==> src/emb_pkg.sv <==
// Purpose: shared constants and helpers of the external memory bus strobe block
// Assumes: one oscillator period per clk_sys_i cycle
// Notes: phase counts 0..11 within one machine cycle
// Behaviour
// RL1: Reset pin must stay high two machine cycles with clock running.
// RL2: Address latch strobe pulses so outside logic captures the low address byte.
// RL3: Address latch strobe runs at one sixth of the oscillator rate normally.
// RL4: One address latch pulse is dropped during each external data access.
// RL5: Auxiliary bit 0 set suppresses latch strobe except during external data moves.
// RL6: Program fetch strobe is the read strobe of external program memory.
// RL7: External code execution gives two program fetch strobes per machine cycle.
// RL8: Each external data access drops two consecutive program fetch strobes.
// RL9: Program fetch strobe stays inactive for internal code fetches.
// RL10: Fetch select held low forces all code fetches from external memory.
// RL11: Fetch select high fetches internally until the counter passes internal size.
// RL12: Fetch select level is latched at reset release, later changes ignored.
// RL13: Data write strobe on port three bit six, read strobe on bit seven.
// RL14: Port two carries high address for external fetches and 16-bit data accesses.
// RL15: One machine cycle lasts twelve oscillator periods.
package emb_pkg;

	// ==========================================================
	// Timing
	localparam int unsigned OSC_PER_MCYCLE = 12; // [RL15]
	localparam int unsigned RST_HOLD_MCYCLES = 2;
	localparam int unsigned RST_HOLD_CYCLES = RST_HOLD_MCYCLES * OSC_PER_MCYCLE; // [RL1]
	localparam logic [3:0] PHASE_LAST = 4'hb;

	// ==========================================================
	// Strobe slots within a machine cycle
	localparam logic [3:0] ALE_A_LO = 4'h0;
	localparam logic [3:0] ALE_A_HI = 4'h1;
	localparam logic [3:0] ALE_B_LO = 4'h6;
	localparam logic [3:0] ALE_B_HI = 4'h7;
	localparam logic [3:0] PROGRAM_FETCH_STROBE_A_LO = 4'h3;
	localparam logic [3:0] PROGRAM_FETCH_STROBE_A_HI = 4'h5;
	localparam logic [3:0] PROGRAM_FETCH_STROBE_B_LO = 4'h9;
	localparam logic [3:0] PROGRAM_FETCH_STROBE_B_HI = 4'hb;
	localparam logic [3:0] DSTB_LO = 4'h2;
	localparam logic [3:0] DSTB_HI = 4'h9;
	localparam logic [3:0] RDATA_PHASE = 4'h9;

	// ==========================================================
	// Internal program memory limits
	localparam logic [15:0] INT_LAST_8K = 16'h1fff;
	localparam logic [15:0] INT_LAST_16K = 16'h3fff;
	localparam logic [15:0] INT_LAST_32K = 16'h7fff;
	localparam logic [1:0] SIZE_8K = 2'h0;
	localparam logic [1:0] SIZE_16K = 2'h1;
	localparam logic [1:0] SIZE_32K = 2'h2;

	// ==========================================================
	// Reset values
	localparam logic EXT_SEL_RST = 1'b1;
	localparam logic [3:0] PHASE_RST = 4'h0;

	typedef enum logic [1:0]
	{
		EMB_IDLE = 2'b00,
		EMB_DATA = 2'b01
	} emb_state_type;

	function automatic logic emb_in_slot(input logic [3:0] ph, input logic [3:0] lo,
		input logic [3:0] hi);
		emb_in_slot = (ph >= lo) && (ph <= hi);
	endfunction : emb_in_slot

	function automatic logic [15:0] emb_int_last(input logic [1:0] sel);
		case (sel)
			SIZE_8K: emb_int_last = INT_LAST_8K;
			SIZE_16K: emb_int_last = INT_LAST_16K;
			default: emb_int_last = INT_LAST_32K;
		endcase
	endfunction : emb_int_last

endpackage : emb_pkg

==> src/emb_timing_if.sv <==
// Purpose: carries machine cycle timing and qualified reset between modules
// Assumes: single clock domain
// Notes: none
`timescale 1ns/10ps
interface emb_timing_if;
	logic [3:0] phase;
	logic cycle_last;
	logic core_rst;
	logic ext_sel;

	modport gen
	(
		output phase,
		output cycle_last,
		input core_rst
	);
	modport qual
	(
		output core_rst,
		output ext_sel
	);
	modport use_side
	(
		input phase,
		input cycle_last,
		input core_rst,
		input ext_sel
	);
endinterface : emb_timing_if

==> src/emb_reset_qual.sv <==
// Purpose: qualifies the reset pin and latches the fetch select level
// Assumes: pins are asynchronous to clk_sys_i
// Notes: both pins pass two flip-flops first
`timescale 1ns/10ps
module emb_reset_qual
	import emb_pkg::*;
(
	// Clock and reset
	input wire logic clk_sys_i,
	input wire logic rst_i,
	// Pins
	input wire logic reset_pin_i,
	input wire logic external_fetch_select_i,
	// Timing carrier
	emb_timing_if.qual tim
);

	// ==========================================================
	// Synchronisers
	logic rst_s1_q;
	logic rst_s2_q;
	logic sel_s1_q;
	logic sel_s2_q;
	logic [4:0] hold_q;
	logic [4:0] hold_d;
	logic core_rst_q;
	logic ext_sel_q;
	wire logic hold_done;
	wire logic release_now;

	localparam logic [4:0] HOLD_TOP = 5'(RST_HOLD_CYCLES - 1);

	// Short high glitches on the pin never reach the core
	assign hold_done = rst_s2_q && (hold_q == HOLD_TOP); // [RL1]
	assign release_now = core_rst_q && !rst_s2_q;
	assign hold_d = rst_s2_q ? (hold_done ? hold_q : hold_q + 5'h1) : 5'h0;

	always_ff @(posedge clk_sys_i)
	begin
		if (rst_i)
		begin
			// Pin counts as held until both stages have seen it low
			rst_s1_q <= 1'b1;
			rst_s2_q <= 1'b1;
			sel_s1_q <= EXT_SEL_RST;
			sel_s2_q <= EXT_SEL_RST;
		end
		else
		begin
			rst_s1_q <= reset_pin_i;
			rst_s2_q <= rst_s1_q;
			sel_s1_q <= external_fetch_select_i;
			sel_s2_q <= sel_s1_q;
		end
	end

	// ==========================================================
	// Qualified reset and fetch select latch
	always_ff @(posedge clk_sys_i)
	begin
		if (rst_i)
		begin
			hold_q <= 5'h0;
			core_rst_q <= 1'b1;
			ext_sel_q <= EXT_SEL_RST;
		end
		else
		begin
			hold_q <= hold_d;
			if (hold_done)
				core_rst_q <= 1'b1; // [RL1]
			else if (release_now)
				core_rst_q <= 1'b0;
			if (release_now)
				ext_sel_q <= sel_s2_q; // [RL12]
		end
	end

	assign tim.core_rst = core_rst_q;
	// Live level in reset so the first cycle after release already uses it
	assign tim.ext_sel = core_rst_q ? sel_s2_q : ext_sel_q; // [RL12]

endmodule : emb_reset_qual

==> src/emb_phase_gen.sv <==
// Purpose: counts oscillator periods inside each machine cycle
// Assumes: qualified reset realigns the cycle
// Notes: phase 11 is the last period of a cycle
`timescale 1ns/10ps
module emb_phase_gen
	import emb_pkg::*;
(
	// Clock and reset
	input wire logic clk_sys_i,
	input wire logic rst_i,
	// Timing carrier
	emb_timing_if.gen tim
);

	// ==========================================================
	// Phase counter
	logic [3:0] phase_q;
	wire logic wrap;

	assign wrap = (phase_q == PHASE_LAST);

	always_ff @(posedge clk_sys_i)
	begin
		if (rst_i || tim.core_rst)
			phase_q <= PHASE_RST;
		else
			phase_q <= wrap ? PHASE_RST : phase_q + 4'h1; // [RL15]
	end

	assign tim.phase = phase_q;
	assign tim.cycle_last = wrap;

endmodule : emb_phase_gen

==> src/emb_strobes.sv <==
// Purpose: external memory bus strobes, fetch select and high address
// Assumes: the core presents data requests and pc ahead of each machine cycle
// Notes: strobes named _n are active low pins
`timescale 1ns/10ps
module emb_strobes
	import emb_pkg::*;
#(
	parameter logic [1:0] MEM_SIZE = SIZE_32K
)
(
	// Clock and reset
	input wire logic clk_sys_i,
	input wire logic rst_i,
	// Pins in
	input wire logic reset_pin_i,
	input wire logic external_fetch_select_i,
	input wire logic [7:0] port_zero_i,
	// Core side
	input wire logic [15:0] pc_i,
	input wire logic aux_ale_off_i,
	input wire logic external_data_move_i,
	input wire logic data_req_i,
	input wire logic data_write_i,
	input wire logic data_addr16_i,
	input wire logic [15:0] data_addr_i,
	output logic data_req_ready_o,
	output logic data_done_o,
	output logic [7:0] data_rdata_o,
	output logic fetch_external_o,
	output logic core_reset_o,
	output logic cycle_last_o,
	// Pins out
	output logic addr_latch_strobe_o,
	output logic program_fetch_strobe_n_o,
	output logic port_three_bit_six_o,
	output logic port_three_bit_seven_o,
	output logic [7:0] port_two_o,
	output logic port_two_oe_o
);

	// ==========================================================
	// Timing
	emb_timing_if tim ();

	emb_reset_qual u_reset_qual
	(
		.clk_sys_i(clk_sys_i),
		.rst_i(rst_i),
		.reset_pin_i(reset_pin_i),
		.external_fetch_select_i(external_fetch_select_i),
		.tim(tim.qual)
	);

	emb_phase_gen u_phase_gen
	(
		.clk_sys_i(clk_sys_i),
		.rst_i(rst_i),
		.tim(tim.gen)
	);

	// ==========================================================
	// Read data synchroniser
	logic [7:0] pz_s1_q;
	logic [7:0] pz_s2_q;

	always_ff @(posedge clk_sys_i)
	begin
		if (rst_i)
		begin
			pz_s1_q <= 8'h00;
			pz_s2_q <= 8'h00;
		end
		else
		begin
			pz_s1_q <= port_zero_i;
			pz_s2_q <= pz_s1_q;
		end
	end

	// ==========================================================
	// Fetch source
	wire logic [15:0] int_last;
	wire logic pc_beyond;
	wire logic fetch_ext_d;
	logic fetch_ext_q;

	assign int_last = emb_int_last(MEM_SIZE);
	assign pc_beyond = (pc_i > int_last); // [RL11]
	// Latched low select sends every fetch outside, from address zero on
	assign fetch_ext_d = !tim.ext_sel || pc_beyond; // [RL10] [RL11]

	// ==========================================================
	// Data cycle sequencer
	emb_state_type state_q;
	emb_state_type state_d;
	logic wr_q;
	logic addr16_q;
	logic [7:0] addr_hi_q;
	logic done_q;
	logic [7:0] rdata_q;
	wire logic take_req;
	wire logic in_data;
	wire logic data_end;

	// Requests are only sampled at a cycle boundary so a data cycle is whole
	assign data_req_ready_o = tim.cycle_last && !tim.core_rst;
	assign take_req = data_req_ready_o && data_req_i;
	assign in_data = (state_q == EMB_DATA);
	assign data_end = in_data && tim.cycle_last;

	always_comb
	begin
		state_d = state_q;
		case (state_q)
			EMB_IDLE:
				if (take_req)
					state_d = EMB_DATA;
			EMB_DATA:
				if (tim.cycle_last && !take_req)
					state_d = EMB_IDLE;
			default:
				state_d = EMB_IDLE;
		endcase
	end

	always_ff @(posedge clk_sys_i)
	begin
		if (rst_i || tim.core_rst)
			state_q <= EMB_IDLE;
		else
			state_q <= state_d;
	end

	always_ff @(posedge clk_sys_i)
	begin
		if (rst_i)
		begin
			wr_q <= 1'b0;
			addr16_q <= 1'b0;
			addr_hi_q <= 8'h00;
			fetch_ext_q <= 1'b0;
		end
		else
		begin
			if (take_req)
			begin
				wr_q <= data_write_i;
				addr16_q <= data_addr16_i;
				addr_hi_q <= data_addr_i[15:8];
			end
			// Reloaded in core reset, so fetching from zero starts on the right side
			if (tim.cycle_last || tim.core_rst)
				fetch_ext_q <= fetch_ext_d; // [RL10]
		end
	end

	always_ff @(posedge clk_sys_i)
	begin
		if (rst_i || tim.core_rst)
		begin
			done_q <= 1'b0;
			rdata_q <= 8'h00;
		end
		else
		begin
			done_q <= data_end;
			if (in_data && !wr_q && (tim.phase == RDATA_PHASE))
				rdata_q <= pz_s2_q;
		end
	end

	// ==========================================================
	// Strobe decode
	wire logic ale_slot_a;
	wire logic ale_slot_b;
	wire logic ale_allowed;
	wire logic ale_d;
	wire logic program_fetch_strobe_slot;
	wire logic program_fetch_strobe_d;
	wire logic dstb_slot;
	wire logic wr_d;
	wire logic rd_d;
	wire logic p2_data;
	wire logic p2_fetch;
	wire logic [7:0] p2_val_d;
	wire logic p2_oe_d;

	assign ale_slot_a = emb_in_slot(tim.phase, ALE_A_LO, ALE_A_HI); // [RL3]
	assign ale_slot_b = emb_in_slot(tim.phase, ALE_B_LO, ALE_B_HI); // [RL3]
	// Inhibit trades the free running timing output for lower emissions
	assign ale_allowed = !aux_ale_off_i || external_data_move_i || in_data; // [RL5]
	// First slot of the data cycle carries no new address, so it is dropped
	assign ale_d = !tim.core_rst && ale_allowed
		&& (ale_slot_b || (ale_slot_a && !in_data)); // [RL2] [RL4]

	assign program_fetch_strobe_slot = emb_in_slot(tim.phase, PROGRAM_FETCH_STROBE_A_LO, PROGRAM_FETCH_STROBE_A_HI)
		|| emb_in_slot(tim.phase, PROGRAM_FETCH_STROBE_B_LO, PROGRAM_FETCH_STROBE_B_HI); // [RL7]
	assign program_fetch_strobe_d = !tim.core_rst && fetch_ext_q && program_fetch_strobe_slot && !in_data; // [RL6] [RL8] [RL9]

	assign dstb_slot = in_data && emb_in_slot(tim.phase, DSTB_LO, DSTB_HI);
	assign wr_d = dstb_slot && wr_q; // [RL13]
	assign rd_d = dstb_slot && !wr_q; // [RL13]

	assign p2_data = in_data && addr16_q; // [RL14]
	assign p2_fetch = !in_data && fetch_ext_q; // [RL14]
	assign p2_val_d = p2_data ? addr_hi_q : pc_i[15:8];
	assign p2_oe_d = !tim.core_rst && (p2_data || p2_fetch);

	// ==========================================================
	// Output registers
	logic ale_q;
	logic program_fetch_strobe_q;
	logic wr_q_o;
	logic rd_q_o;
	logic [7:0] p2_q;
	logic p2_oe_q;

	always_ff @(posedge clk_sys_i)
	begin
		if (rst_i)
		begin
			ale_q <= 1'b0;
			program_fetch_strobe_q <= 1'b0;
			wr_q_o <= 1'b0;
			rd_q_o <= 1'b0;
			p2_q <= 8'h00;
			p2_oe_q <= 1'b0;
		end
		else
		begin
			ale_q <= ale_d;
			program_fetch_strobe_q <= program_fetch_strobe_d;
			wr_q_o <= wr_d;
			rd_q_o <= rd_d;
			p2_q <= p2_val_d;
			p2_oe_q <= p2_oe_d;
		end
	end

	assign addr_latch_strobe_o = ale_q;
	assign program_fetch_strobe_n_o = !program_fetch_strobe_q;
	assign port_three_bit_six_o = !wr_q_o;
	assign port_three_bit_seven_o = !rd_q_o;
	assign port_two_o = p2_q;
	assign port_two_oe_o = p2_oe_q;
	assign data_done_o = done_q;
	assign data_rdata_o = rdata_q;
	assign fetch_external_o = fetch_ext_q;
	assign core_reset_o = tim.core_rst;
	assign cycle_last_o = tim.cycle_last;

endmodule : emb_strobes

==> config.mk <==
export PLATFORM = sky130hd
export DESIGN_NAME = emb_strobes
export DESIGN_NICKNAME = d
export VERILOG_FILES = /design/src/emb_pkg.sv /design/src/emb_timing_if.sv /design/src/emb_reset_qual.sv /design/src/emb_phase_gen.sv /design/src/emb_strobes.sv
export SDC_FILE = /design/constraint.sdc
export NUM_CORES = 1
export LEC_CHECK = 0
export CAP_MARGIN = 40
export CORE_AREA = 5 5 74 76
export CTS_CLUSTER_SIZE = 10
export DETAILED_ROUTE_END_ITERATION = 6
export DIE_AREA = 0 0 79 81
export DONT_BUFFER_PORTS = 1
export GPL_TIMING_DRIVEN = 0
export PLACE_DENSITY = 0.78
export SLEW_MARGIN = 20
export SYNTH_ARGS = -nofsm -noshare
export SYNTH_HDL_FRONTEND = slang
export SYNTH_SLANG_ARGS = --single-unit
==> constraint.sdc <==
create_clock -name clk_sys_i -period 1.36 [get_ports clk_sys_i]
set_input_delay 0.136 -clock clk_sys_i [delete_from_list [all_inputs] [get_ports clk_sys_i]]
set_output_delay 0.136 -clock clk_sys_i [all_outputs]
set_load 0.01 [all_outputs]
==> results.sh <==
export IMPL_switching_power_mw=0.861
export IMPL_cts_buffers=9
export IMPL_syn_to_final_growth_pct=28.5
export IMPL_hold_violations=0
export IMPL_critPathKind="reg2reg"
export IMPL_wl_per_cell_um=15.7
export IMPL_instances_no_fill=366
export IMPL_die_h_um=81
export IMPL_worstRegToRegCells=5
export IMPL_clockPowerShare_pct=42.3
export IMPL_synth_avg_cell_area_um2=9.54
export IMPL_track_usage_pct=18.6
export IMPL_timing_rr_start="u_phase_gen.tim.phase[1]"
export IMPL_antenna_found_initial=0
export IMPL_grt_pass1_wl_um=8960
export IMPL_die_w_um=79
export IMPL_hp_start="pc_i[15]"
export IMPL_combPwrFrac_pct=5.7
export IMPL_ys_warn_count=0
export IMPL_power_density_mw_per_mm2=1200
export IMPL_gp_congestion=0.777
export IMPL_clk_pin_slew_ns=0.07
export IMPL_slew_viol_final=0
export IMPL_p_leak_nw=1.22
export IMPL_rr_endpoint="addr_hi_q[7]"
export IMPL_min_path_type="in2reg"
export IMPL_finalCritPeriodShare_pct=102
export IMPL_synth_flop_cell="dfxtp_1"
export IMPL_clk_path_buf_depth=2
export IMPL_ys_ff_latch=65
export IMPL_synthCells=261
export IMPL_cp_required_ns=1.63
export IMPL_worstMarginPinSlew_ns=0.478
export IMPL_initial_core_util_pct=53.4
export IMPL_cp_end_kind="flip-flop"
export IMPL_critPathBufInv=1
export IMPL_status="finished with violations"
export IMPL_power_frac_seq_pct=52.0
export IMPL_p_int_mw=2.97
export IMPL_io_buffers=0
export IMPL_syn_nets=315
export IMPL_drive_gt1_share_pct=17.3
export IMPL_routed_via_count=1967
export IMPL_cts_sinks=65
export IMPL_clkLatencyLatePin_ns=0.34
export IMPL_critical_path_depth=5
export IMPL_critPathTopFamily="simple AND/OR/NAND/NOR gates"
export IMPL_synth_cell_types=36
export IMPL_drt_iter0_drc=159
export IMPL_tns_ns=-0.0254
export IMPL_dieArea_mm2=0.00640
export IMPL_slowest_delay_ns=0.38
export IMPL_finalCriticalPeriod_ns=1.39
export IMPL_final_common_cell="dfxtp_1"
export IMPL_async_flop_share_pct=0
export IMPL_setup_viol=1
export IMPL_synth_area_mm2=0.00249
export IMPL_wl_um=5730
export IMPL_worst_ep_arrival_time_ns=1.65
export IMPL_crit_chain="ha_4, nand3b_4, nor3b_4, buf_6, mux2i_1"
export IMPL_cts_root_buffer_cell="clkbuf_8"
export IMPL_critPathLaunch="u_phase_gen.tim.phase[1]"
export IMPL_diodes=0
export IMPL_hold_worst_slack_ns=0.0788
export IMPL_io_pins=75
export IMPL_grt_max_degree=12
export IMPL_overflow=0
export IMPL_netSwitchingFraction_pct=22.5
export IMPL_cts_tree="done"
export IMPL_seq_area_frac_synth_pct=52.2
export IMPL_regArea_mm2=0.00131
export IMPL_slew_limit_headroom_pct=68.2
export IMPL_core_area_mm2=0.00466
export IMPL_synth_edf_count=0
export IMPL_worst_slack_ns=-0.0254
export IMPL_drv_cap=0
export IMPL_fillers=332
export IMPL_place_ws_ns=-0.246
export IMPL_ir_worst_vdd_mv=0.700
export IMPL_fmax_mhz=722
export IMPL_rows=25
export IMPL_first_pass_iters=4
export IMPL_dp_hpwl_um=3530
export IMPL_total_power_mw=3.83
export IMPL_skew_ns=0.00892
export IMPL_dpl_cell_count=315
export IMPL_htree_levels=3
export IMPL_violations="setup timing"
export IMPL_viasPerCell=5.37
export IMPL_ant_nets=0
export IMPL_crit_fanout=5
export IMPL_final_cell_mix="61 x dfxtp_1, 30 x dlygate4sd3_1, 25 x nand2b_1"
export IMPL_nets=361
export IMPL_worstSetupStartpointType="flip-flop"
export IMPL_drc=0
export IMPL_rrSetupSlack_ns=-0.03
export IMPL_crit_end="addr_hi_q[7]"
export IMPL_grt_pass1_vias=1853
export IMPL_rsz0062_at_grt="yes"
export IMPL_multiInputGateArea_mm2=0.00114
export IMPL_cpMaxStageDelayCell="dfxtp_4"
stage by stage:
stage | area, um^2 | utilization [%]
floorplan | 2510 | -
global placement | 2570 | 55.2
detailed placement | 2570 | 55.2
CTS | 3140 | 67.4
global route | 3200 | 68.7
finish | 3200 | 68.7
flip-flops by register name (all words and copies together), names as in the netlist, 4 cells and up:
| register | cells |
|---|---|
| addr_hi_q | 8 |
| data_rdata_o | 8 |
| port_two_o | 8 |
| pz_s1_q | 8 |
| pz_s2_q | 8 |
| u_phase_gen.tim.phase | 4 |
| u_reset_qual.hold_q | 5 |
area by class of cell:
| cell class | count | area share [%] |
|---|---|---|
| Buffer | 15 | 3.01 |
| Clock buffer | 11 | 4.42 |
| Clock inverter | 5 | 1.72 |
| Inverter | 7 | 0.821 |
| Multi-Input combinational cell | 172 | 35.7 |
| Sequential cell | 65 | 41.0 |
| Tap cell | 54 | 2.11 |
| Timing Repair Buffer | 37 | 11.1 |
synth_stat cells (2+ instances only):
cell type  number  share of area (%)
a211o_1         2               0.70
a21oi_1        23                4.6
buf_2           3               0.60
buf_4           2               0.60
buf_6           2               0.90
clkbuf_1       10                1.5
dfxtp_1        65                 52
ha_1            5                2.5
inv_1           6               0.90
mux2i_1        13                5.2
nand2_1        17                2.6
nand2b_1       25                6.3
nand3_1        21                4.2
nor2_1          9                1.4
nor2b_1        20                5.0
nor3_1          4               0.80
nor3b_1         2               0.60
nor4b_1         2               0.70
o21ai_0         9                1.8
or2_2           5                1.3
power groups by stage:
stage | sequential (mW) | combinational (mW) | clock [mW]
2_1_floorplan | 2.03 | 0.112 | 0
3_3_place_gp | 2.04 | 0.134 | 0
3_5_place_dp | 2.04 | 0.137 | 0
4_1_cts | 1.99 | 0.212 | 1.64
5_1_grt | 2.00 | 0.242 | 1.75
6_report | 1.99 | 0.220 | 1.62
cell families after synthesis:
| group | after synthesis | share of synthesized area (%) |
|---|---|---|
| buffers and inverters | 24 | 4.67 |
| flip-flops | 65 | 52.2 |
| XOR/XNOR | 1 | 0.352 |
| multiplexers | 13 | 5.22 |
| adder cells (fa/ha/maj) | 5 | 2.51 |
| AO/OA/AOI/OAI | 40 | 9.24 |
| AND/OR/NAND/NOR | 113 | 25.8 |
worst min path at each step:
stage	to	slack, ns	cells past startpoint
2_1_floorplan	u_reset_qual.rst_s1_q	0.24	1
3_3_place_gp	u_reset_qual.rst_s1_q	0.24	1
3_5_place_dp	u_reset_qual.sel_s1_q	0.24	1
4_1_cts	addr_hi_q[7]	0.004	2
5_1_grt	fetch_external_o	0.11	2
6_report	fetch_external_o	0.08	2
layer usage:
metal | track usage (%) | routed length (um)
met5 | 0 | 0
met4 | 8.93 | 138
met3 | 7.87 | 398
met2 | 30.1 | 2800
met1 | 21.3 | 2390
timing repair:
action | CTS | global route
hold buffers | 29 | 1
buffers inserted | 4 | 2
cloned | 1 | 0
endpoints found under the hold margin | 30 | 1
pin swaps | 2 | 2
setup endpoints to repair | 36 | 24
gates resized for setup | 14 | 16
Power figures use the tool's default switching activity.
